### src/rtl/tss_map.svh
// Purpose: Offsets, field positions, reset values and timing counts of the start-up sequencer
// Assumes: 100 MHz ref_clk
// Notes: Definitions only
`ifndef TSS_MAP_SVH
`define TSS_MAP_SVH

// Register offsets (byte addresses, one word each)
`define TSS_ADDR_CTRL 8'h00
`define TSS_ADDR_STATUS 8'h04
`define TSS_ADDR_MASK 8'h08
`define TSS_ADDR_STATE 8'h0C

// Control fields and reset value
`define TSS_CTRL_RUN_BIT 0
`define TSS_CTRL_RESET 32'h0000_0001

// Status / mask bit positions
`define TSS_ST_FAULT 0
`define TSS_ST_DONE 1
`define TSS_ST_OTEMP 2
`define TSS_ST_PEAK 3
`define TSS_ST_WIDTH 4
`define TSS_MASK_RESET 4'h0

// State register fields
`define TSS_STATE_LSB 0
`define TSS_CYCLE_LSB 4
`define TSS_CAUSE_LSB 8

// Sequence points (one cycle = one rise and one fall of the delay capacitor)
`define TSS_CYC_INIT_LAST 3'h2
`define TSS_CYC_GATE 3'h2
`define TSS_CYC_BOOST 3'h3
`define TSS_CYC_ROWNEG 3'h4
`define TSS_CYC_DELAY 3'h5
`define TSS_CYC_ROWPOS 3'h6
`define TSS_CYC_LAST 3'h6

// Analog thresholds, for reference by the comparators outside
`define TSS_SUPPLY_MV 2500
`define TSS_REF_MV 1200
`define TSS_UV_PCT 25
`define TSS_UV_MV (`TSS_REF_MV * (100 - `TSS_UV_PCT) / 100)
`define TSS_OTEMP_C 130

// Fast part of each rising ramp
`define TSS_CLK_NS 10
`define TSS_FAST_RAMP_NS 20000
`define TSS_FAST_RAMP_CYC ((`TSS_FAST_RAMP_NS + `TSS_CLK_NS - 1) / `TSS_CLK_NS)

`endif

### src/rtl/tss_pkg.sv
// Purpose: Types of the start-up sequencer
// Assumes: Nothing
// Notes: Numbers live in tss_map.svh
package tss_pkg;

	typedef enum logic [2:0]
	{
		TSS_OFF = 3'b000,
		TSS_UP = 3'b001,
		TSS_DOWN = 3'b010,
		TSS_DONE = 3'b011,
		TSS_LATCH = 3'b100
	} tss_state_type;

	// Comparator and detector levels from the analog side, all active high
	typedef struct packed
	{
		logic enable;
		logic supplyOk;
		logic capHigh;
		logic capLow;
		logic capFault;
		logic refOk;
		logic overTemp;
		logic boostDelayedOk;
		logic protGateOk;
		logic rowNegOk;
		logic delayGateOk;
		logic rowPosOk;
		logic logicOk;
	} tss_sense_type;

	// Bus request from the register master
	typedef struct packed
	{
		logic [7:0] addr;
		logic [31:0] wdata;
		logic wr;
		logic rd;
	} tss_bus_type;

endpackage

### src/rtl/tss_sequencer.sv
// Purpose: Start-up sequencer for a four-output display power controller
// Assumes: One 100 MHz clock; analog comparators arrive asynchronously
// Notes: VARIANT_A selects the variant with early reference and logic supply
//
// Operation
// - Enable low keeps the sequencer powered down, all outputs inactive but the second variant's reference.
// - Enable high and supply above 2.5V start charging, fast then slow.
// - Supply good but enable low: ramping waits for enable.
// - Fault-free power-up gives exactly six capacitor peaks, ramping until done.
// - First two cycles set up protection and check capacitor and reference.
// - Initialization fault turns everything off; second variant keeps reference on.
// - Any fault latches off until enable toggles, supply is recycled or the run bit is cleared.
// - Second ramp checks reference status and over-temperature.
// - At second peak the protection gate goes low, enabling input switch.
// - Any fault turns the input protection switch off.
// - Base variant soft-starts boost and logic supply at third ramp.
// - Second variant enables reference once supply passes 2.5V, and logic supply once enable is high as well.
// - Negative row supply turns on as the fourth ramp begins.
// - At fifth peak the delayed-output gate goes low.
// - Positive row supply turns on at start of sixth ramp.
// - End of sixth ramp checks delayed boost, gates and row supplies.
// - Over-temperature at any time shuts the device down.
// - Each regulator has an under-voltage detector, positive ones at 0.9V.
//
// The placing of the registers and the strobed register port were chosen for this implementation.
`include "tss_map.svh"
`timescale 1ns/10ps
`default_nettype none

module tss_sequencer
#(
	parameter bit VARIANT_A = 1'b0,
	parameter int FAST_CYC = `TSS_FAST_RAMP_CYC
)
(
	// Clock and reset
	input wire logic ref_clk,
	input wire logic reset,
	// Analog comparators and pins
	input wire tss_pkg::tss_sense_type senseIn,
	// Register port
	input wire tss_pkg::tss_bus_type busIn,
	output logic [31:0] rdata,
	// Delay capacitor drive
	output logic delayCapCharge,
	output logic delayCapFast,
	output logic delayCapDischarge,
	// Supply controls
	output logic refEnable,
	output logic boostEnable,
	output logic logicEnable,
	output logic rowNegEnable,
	output logic rowPosEnable,
	output logic protectionGateOut_n,
	output logic delayedOutputGate_n,
	// Status
	output logic faultLatched,
	output logic irq
);
	import tss_pkg::*;

	////////////////////////////////////////////////////////////////////////////////
	// Input synchronisers

	tss_sense_type sense1_r;
	tss_sense_type sense_r;
	logic capHighPrev_r;
	logic capLowPrev_r;

	always_ff @(posedge ref_clk or posedge reset)
	begin
		if (reset)
		begin
			sense1_r <= '0;
			sense_r <= '0;
		end
		else
		begin
			sense1_r <= senseIn;
			sense_r <= sense1_r;
		end
	end

	always_ff @(posedge ref_clk or posedge reset)
	begin
		if (reset)
		begin
			capHighPrev_r <= 1'b0;
			capLowPrev_r <= 1'b0;
		end
		else
		begin
			capHighPrev_r <= sense_r.capHigh;
			capLowPrev_r <= sense_r.capLow;
		end
	end

	////////////////////////////////////////////////////////////////////////////////
	// Registers

	logic [31:0] ctrl_r;
	logic [`TSS_ST_WIDTH-1:0] status_r;
	logic [`TSS_ST_WIDTH-1:0] mask_r;
	logic [`TSS_ST_WIDTH-1:0] statusSet;
	logic [`TSS_ST_WIDTH-1:0] statusClr;
	logic [7:0] cause_r;

	tss_state_type state_r;
	tss_state_type state_nxt;
	logic [2:0] cycle_r;
	logic [2:0] cycle_nxt;
	logic [$clog2(FAST_CYC+1)-1:0] fastCnt_r;

	logic runOk;
	logic peakEvt;
	logic troughEvt;
	logic active;
	logic initFault;
	logic endFault;
	logic runFault;
	logic faultNow;
	logic endOfSeq;
	logic [7:0] causeNow;

	function automatic logic hit(input logic [7:0] a, input logic [7:0] off);
		hit = (a == off);
	endfunction

	always_ff @(posedge ref_clk or posedge reset)
	begin
		if (reset)
		begin
			ctrl_r <= `TSS_CTRL_RESET;
			mask_r <= `TSS_MASK_RESET;
		end
		else if (busIn.wr)
		begin
			if (hit(busIn.addr, `TSS_ADDR_CTRL))
				ctrl_r <= {31'h0000_0000, busIn.wdata[`TSS_CTRL_RUN_BIT]};
			else if (hit(busIn.addr, `TSS_ADDR_MASK))
				mask_r <= busIn.wdata[`TSS_ST_WIDTH-1:0];
		end
	end

	always_comb
	begin
		statusClr = '0;
		if (busIn.wr && hit(busIn.addr, `TSS_ADDR_STATUS))
			statusClr = busIn.wdata[`TSS_ST_WIDTH-1:0];
		statusSet = '0;
		statusSet[`TSS_ST_FAULT] = active && faultNow;
		statusSet[`TSS_ST_DONE] = (state_r == TSS_DOWN) && troughEvt && endOfSeq && !faultNow;
		statusSet[`TSS_ST_OTEMP] = active && sense_r.overTemp;
		statusSet[`TSS_ST_PEAK] = (state_r == TSS_UP) && peakEvt;
	end

	// Set wins over a simultaneous clear
	always_ff @(posedge ref_clk or posedge reset)
	begin
		if (reset)
			status_r <= '0;
		else
			status_r <= (status_r & ~statusClr) | statusSet;
	end

	always_ff @(posedge ref_clk or posedge reset)
	begin
		if (reset)
			irq <= 1'b0;
		else
			irq <= |(((status_r & ~statusClr) | statusSet) & mask_r);
	end

	always_ff @(posedge ref_clk or posedge reset)
	begin
		if (reset)
			rdata <= 32'h0000_0000;
		else if (!busIn.rd)
			rdata <= 32'h0000_0000;
		else if (hit(busIn.addr, `TSS_ADDR_CTRL))
			rdata <= ctrl_r;
		else if (hit(busIn.addr, `TSS_ADDR_STATUS))
			rdata <= {28'h000_0000, status_r};
		else if (hit(busIn.addr, `TSS_ADDR_MASK))
			rdata <= {28'h000_0000, mask_r};
		else if (hit(busIn.addr, `TSS_ADDR_STATE))
			rdata <= {16'h0000, cause_r, 1'b0, cycle_r, 1'b0, state_r};
		else
			rdata <= 32'h0000_0000;
	end

	////////////////////////////////////////////////////////////////////////////////
	// Sequence control

	assign runOk = sense_r.enable && sense_r.supplyOk && ctrl_r[`TSS_CTRL_RUN_BIT];
	// Threshold crossings advance the sequence
	assign peakEvt = sense_r.capHigh && !capHighPrev_r;
	assign troughEvt = sense_r.capLow && !capLowPrev_r;
	assign active = (state_r == TSS_UP) || (state_r == TSS_DOWN) || (state_r == TSS_DONE);
	assign endOfSeq = (cycle_r == `TSS_CYC_LAST);

	// Capacitor and reference checked through the first two cycles
	assign initFault = (state_r != TSS_DONE) && (cycle_r <= `TSS_CYC_INIT_LAST)
		&& (sense_r.capFault || !sense_r.refOk);
	// Final check of every sequenced output
	assign endFault = (state_r == TSS_DOWN) && troughEvt && endOfSeq
		&& !(sense_r.boostDelayedOk && sense_r.protGateOk && sense_r.rowNegOk
		&& sense_r.delayGateOk && sense_r.rowPosOk && sense_r.logicOk);
	// Once up, losing any supply is a fault too
	assign runFault = (state_r == TSS_DONE)
		&& !(sense_r.boostDelayedOk && sense_r.rowNegOk && sense_r.rowPosOk && sense_r.logicOk);
	assign faultNow = sense_r.overTemp || initFault || endFault || runFault;
	assign causeNow = {1'b0, sense_r.overTemp, initFault, endFault, runFault, cycle_r};

	always_comb
	begin
		state_nxt = state_r;
		cycle_nxt = cycle_r;
		case (state_r)
			TSS_OFF:
			begin
				// Supply good with enable low simply waits here
				if (runOk)
				begin
					state_nxt = TSS_UP;
					cycle_nxt = 3'h1;
				end
			end
			TSS_UP:
			begin
				if (peakEvt)
					state_nxt = TSS_DOWN;
			end
			TSS_DOWN:
			begin
				if (troughEvt && endOfSeq)
					state_nxt = TSS_DONE;
				else if (troughEvt)
				begin
					state_nxt = TSS_UP;
					cycle_nxt = cycle_r + 3'h1;
				end
			end
			TSS_DONE:
				state_nxt = TSS_DONE;
			TSS_LATCH:
				state_nxt = TSS_LATCH;
			default:
				state_nxt = TSS_OFF;
		endcase
		if (active && faultNow)
			state_nxt = TSS_LATCH;
		if (!runOk)
		begin
			// Enable toggle, supply loss or a cleared run bit are the only ways out of the latch
			state_nxt = TSS_OFF;
			cycle_nxt = 3'h0;
		end
	end

	always_ff @(posedge ref_clk or posedge reset)
	begin
		if (reset)
		begin
			state_r <= TSS_OFF;
			cycle_r <= 3'h0;
		end
		else
		begin
			state_r <= state_nxt;
			cycle_r <= cycle_nxt;
		end
	end

	always_ff @(posedge ref_clk or posedge reset)
	begin
		if (reset)
			cause_r <= 8'h00;
		else if (state_r == TSS_OFF && runOk)
			cause_r <= 8'h00;
		else if (active && faultNow)
			cause_r <= causeNow;
	end

	////////////////////////////////////////////////////////////////////////////////
	// Delay capacitor drive

	// Fast current first, slow current for the rest of each rise
	always_ff @(posedge ref_clk or posedge reset)
	begin
		if (reset)
		begin
			delayCapCharge <= 1'b0;
			delayCapDischarge <= 1'b0;
			delayCapFast <= 1'b0;
			fastCnt_r <= '0;
		end
		else
		begin
			delayCapCharge <= (state_nxt == TSS_UP);
			delayCapDischarge <= (state_nxt == TSS_DOWN);
			if (state_nxt == TSS_UP && state_r != TSS_UP)
			begin
				fastCnt_r <= '0;
				delayCapFast <= 1'b1;
			end
			else if (state_nxt == TSS_UP && state_r == TSS_UP && delayCapFast)
			begin
				fastCnt_r <= fastCnt_r + 1'b1;
				delayCapFast <= (fastCnt_r < ($clog2(FAST_CYC+1))'(FAST_CYC - 1));
			end
			else
				delayCapFast <= 1'b0;
		end
	end

	////////////////////////////////////////////////////////////////////////////////
	// Supply sequencing

	logic goOff;
	logic stepUp;

	// Fault or power-down drops every output in the same edge, bar the second variant's reference and, on power-down by the run bit alone, its logic supply
	assign goOff = (state_nxt == TSS_OFF) || (state_nxt == TSS_LATCH);
	assign stepUp = (state_r == TSS_DOWN) && (state_nxt == TSS_UP);

	always_ff @(posedge ref_clk or posedge reset)
	begin
		if (reset)
		begin
			boostEnable <= 1'b0;
			logicEnable <= 1'b0;
			rowNegEnable <= 1'b0;
			rowPosEnable <= 1'b0;
			protectionGateOut_n <= 1'b1;
			delayedOutputGate_n <= 1'b1;
			faultLatched <= 1'b0;
			refEnable <= 1'b0;
		end
		else
		begin
			faultLatched <= (state_nxt == TSS_LATCH);
			// Reference runs from supply alone in the second variant
			refEnable <= VARIANT_A ? sense_r.supplyOk : !goOff;
			if (goOff)
			begin
				boostEnable <= 1'b0;
				rowNegEnable <= 1'b0;
				rowPosEnable <= 1'b0;
				protectionGateOut_n <= 1'b1;
				delayedOutputGate_n <= 1'b1;
				logicEnable <= VARIANT_A && (state_nxt == TSS_OFF) && sense_r.supplyOk
					&& sense_r.enable;
			end
			else
			begin
				if (VARIANT_A)
					logicEnable <= 1'b1;
				if (state_r == TSS_UP && peakEvt && cycle_r == `TSS_CYC_GATE)
					protectionGateOut_n <= 1'b0;
				if (state_r == TSS_UP && peakEvt && cycle_r == `TSS_CYC_DELAY)
					delayedOutputGate_n <= 1'b0;
				if (stepUp && cycle_nxt == `TSS_CYC_BOOST)
				begin
					boostEnable <= 1'b1;
					logicEnable <= 1'b1;
				end
				if (stepUp && cycle_nxt == `TSS_CYC_ROWNEG)
					rowNegEnable <= 1'b1;
				if (stepUp && cycle_nxt == `TSS_CYC_ROWPOS)
					rowPosEnable <= 1'b1;
			end
		end
	end
endmodule // tss_sequencer

`default_nettype wire

### config.mk
export PLATFORM = sky130hd
export DESIGN_NAME = tss_sequencer
export DESIGN_NICKNAME = d
export VERILOG_FILES = /design/src/rtl/tss_pkg.sv /design/src/rtl/tss_sequencer.sv
export VERILOG_INCLUDE_DIRS = /design/src /design/src/rtl
export SDC_FILE = /design/constraint.sdc
export NUM_CORES = 1
export LEC_CHECK = 0
export BUFFER_PORTS_ARGS = -buffer_cell sky130_fd_sc_hd__buf_4
export CORE_MARGIN = 5
export CORE_UTILIZATION = 47
export DETAILED_ROUTE_END_ITERATION = 16
export PLACE_DENSITY = 0.75
export SLEW_MARGIN = 20
export SYNTH_ARGS = -nofsm -noshare
export SYNTH_HDL_FRONTEND = slang
export SYNTH_SLANG_ARGS = --single-unit
### constraint.sdc
create_clock -name ref_clk -period 3.5 [get_ports ref_clk]
set_clock_uncertainty 0.2 [all_clocks]
set_input_delay 1.05 -clock ref_clk [delete_from_list [all_inputs] [get_ports ref_clk]]
set_output_delay 1.05 -clock ref_clk [all_outputs]
set_load 0.1 [all_outputs]
==> summary.md <==
| Metric | Value |
|---|---|
| Rel. slew slack | 0.511 |
| Crit share post-route | 0.750 |
| Critical path arrival | 2.69 ns |
| CTS Hold Bufs | 0 |
| Vias in the first global route | 2766 |
| Most used DFF post-synth | dfrtp_1 |
| Post-Synthesis Cells | 343 |
| GRT Overall Usage | 0.169 |
| Input/output buffers | 54 |
| Area contributors post-synth | dfrtp_1, buf_4, nand2_1 |
| Maximum clock path buffer count | 2 |
| Placed insts | 487 |
| CORE AREA | 7810 sq um |
| CP startpoint kind | register |
| Synth top area share | 0.544 |
| Die area | 10000 sq um |
| WS Path Type | reg2reg |
| Synthesis-stage register bit count | 86 |
| DR DRC count | 0 |
| DRT iter0 DRCs | 314 |
| Post-route ant nets | 0 |
| TritonCTS clock tree | built |
| N_diodes | 0 |
| H-tree depth | 3 |
| Power density over the cells | 439 nW/um^2 |
| CTS Buf Count | 9 |
| Setup TNS | 0 ns |
| GR Overflow Total | 0 |
| Initial Util | 0.489 |
| Slew Limit Fails | 0 |
| Number of synthesized flops with an enable pin | 0 |
| Reg power frac | 0.531 |
| Internal power | 1.41 mW |
| Sequential share of the synthesized area | 0.565 |
| Via density | 5.59 |
| Yosys top cell by area | dfrtp_1 |
| Share of async-settable or async-resettable flops after synthesis | 1.00 |
| RSZ-0062 raised after global routing | no |
| Largest net degree at the start of global routing | 55 |
| Clk network pwr share | 0.366 |
| Cell Rows | 32 |
| Reg clk slew, reported paths | 0.09 ns |
| Worst Hold Class | reg2reg |
| Io pins | 101 |
| Area Overhead vs Synth | 16.5% |
| Worst-margin pin slew | 0.727 ns |
| Clk root buf | clkbuf_8 |
| DRT Pass-1 Iters | 4 |
| Finished Layout Cells | 503 |
| Routed wire length | 8.02 mm |
| Total Power | 1.95 mW |
| Fin. Hold Viols | 0 |
| Clock latency on the worst-skew pair | 0.36 ns |
| # setup viols final | 0 |
| Die H | 100 um |
| Synth warn | 0 |
| Crit path capture type | register |
| Status | finished, final reports clean |
| Initial antenna violation count | 0 |
| Final-layout fill cell count | 682 |
| Share of post-route cells with drive strength above 1 | 0.237 |
| Fmax | 381 MHz |
| GP Congestion | 0.925 |
| Cell variety after synth | 59 |
| Detailed placer's ending HPWL | 5.75 mm |
| Worst Path Required | 3.57 ns |
| DR WL/cell | 15.9 um |
| Leakage | 2.02 nW |
| Total number of vias | 2810 |
| PostCTS Resize Cnt | 0 |
| Die W | 100 um |
| Net switching fraction of the power | 0.279 |
| CP Max Fanout | 11 |
| Post-DP Area | 4240 sq um |
| Layout net count | 457 |
| Maximum VDD drop | 0.259 mV |
| Max Cap Viol | 0 |
| First-pass GRT wire length | 13.4 mm |
| Clock net sink count | 86 |
| Comb pwr share | 0.104 |
| Setup Fix Bufs, Post-CTS | 0 |
| Syn avg cell area | 11.1 sq um |
| Final min period | 2.63 ns |
| Post-route cell area | 4450 sq um |
| Synthesized area | 3820 sq um |
| Net load switching power | 0.546 mW |
-- per-stage QoR --
stage	hold slack (ns)	util	setup slack, ns
floorplan	0.131	-	0.0331
global placement	0.134	0.543	0.511
detailed placement	0.137	0.543	0.502
CTS	0.157	0.570	0.893
global route	0.162	0.570	0.690
finish	0.153	0.570	0.874
-- cells in the final DEF, fill, tap and decap left out, types with 3 or more instances in the layout --
master	count
a21oi_1	11
a22oi_1	4
a31oi_1	7
and2_1	11
and3_1	3
buf_4	56
clkbuf_8	9
conb_1	18
dfrtp_1	83
dfstp_2	3
ha_1	4
inv_1	11
inv_6	3
mux2_2	6
nand2_1	25
nand3_1	13
nand3b_1	4
nand4_1	7
nor2_1	13
nor2b_1	9
nor3_1	7
nor3b_1	3
nor4_1	7
nor4b_1	4
o21a_1	3
o21ai_0	15
o2bb2ai_1	8
o31ai_1	5
or2_2	3
or3_1	4
-- cells by family after synthesis --
| logic type | share of synthesized area |
|---|---|
| DFF | 0.565 |
| buffers and inverters | 0.0659 |
| other | 0.000983 |
| and+or+nand+nor | 0.189 |
| muxes | 0.0236 |
| AOI/OAI and AO/OA | 0.142 |
| adders and majority gates | 0.0131 |
-- cell type report --
cell class | instances | area, sq um | share of cell area
flip-flops and latches | 86 | 2160 | 0.485
repair buffers | 57 | 440 | 0.0990
inverters | 12 | 46.3 | 0.0104
clock buffers | 9 | 124 | 0.0279
multi-input cells | 230 | 1470 | 0.331
clock inverters | 7 | 80.1 | 0.0180
well taps | 102 | 128 | 0.0287
-- cells in the mapped netlist, drive strengths merged (2+ instances only) --
cell	number
dfrtp	83
nand2	25
buf	23
o21ai	16
nand3	13
nor2	13
inv	12
a21oi	11
and2	11
clkbuf	9
nor2b	9
o2bb2ai	8
a31oi	7
nand4	7
nor3	7
nor4	7
o31ai	7
mux2	6
nor4b	5
a22oi	4
ha	4
nand3b	4
or3	4
and3	3
dfstp	3
nor3b	3
o21a	3
or2	3
or4	3
a21o	2
a32o	2
a41oi	2
nand2b	2
nand4b	2
o211ai	2
or3b	2
-- critical path: stages, from the launching register on --
cell	delay [ns]
dfrtp_1	0.52
nor4b_2	0.57
o211ai_1	0.29
a41oi_1	0.64
o21ai_0	0.20
o311ai_1	0.10
-- flip-flops by register name, summed over array words and instances, names as in the netlist, 3 cells and up --
| name | flops |
|---|---|
| sense_r | 12 |
| state_r | 3 |
| cycle_r | 3 |
| rdata | 14 |
| status_r | 4 |
| fastCnt_r | 11 |
| cause_r | 7 |
| sense1_r | 13 |
| mask_r | 4 |
-- power groups by stage --
stage	registers (mW)	clock network (mW)	logic [mW]
after CTS	1.04	0.735	0.203
after global placement	1.05	0	0.201
after detailed placement	1.06	0	0.203
final	1.04	0.714	0.202
after floorplan	1.07	0	0.156
after global routing	1.04	0.778	0.216
-- routing by layer --
metal,global-route usage,vias to the layer above,wire [um]
met5,0,-,0
met4,0.0767,0,198
met3,0.0389,16,535
met2,0.264,117,3920
met1,0.225,1355,3370
li1,-,1322,-
-- worst paths after layout --
| check | from | to | slack [ns] | cells past startpoint |
|---|---|---|---|---|
| max reg2reg | state_r[2] | fastCnt_r[3] | 0.87 | 5 |
| min reg2reg | sense1_r[6] | causeNow[6] | 0.15 | 0 |
| min in group asynchronous | reset | rdata[12] | 0.52 | 2 |
| max in group asynchronous | reset | protectionGateOut_n | 1.87 | 3 |
| max | state_r[2] | fastCnt_r[3] | 0.87 | 5 |
| min | sense1_r[6] | causeNow[6] | 0.15 | 0 |
Power figures use the tool's default switching activity.
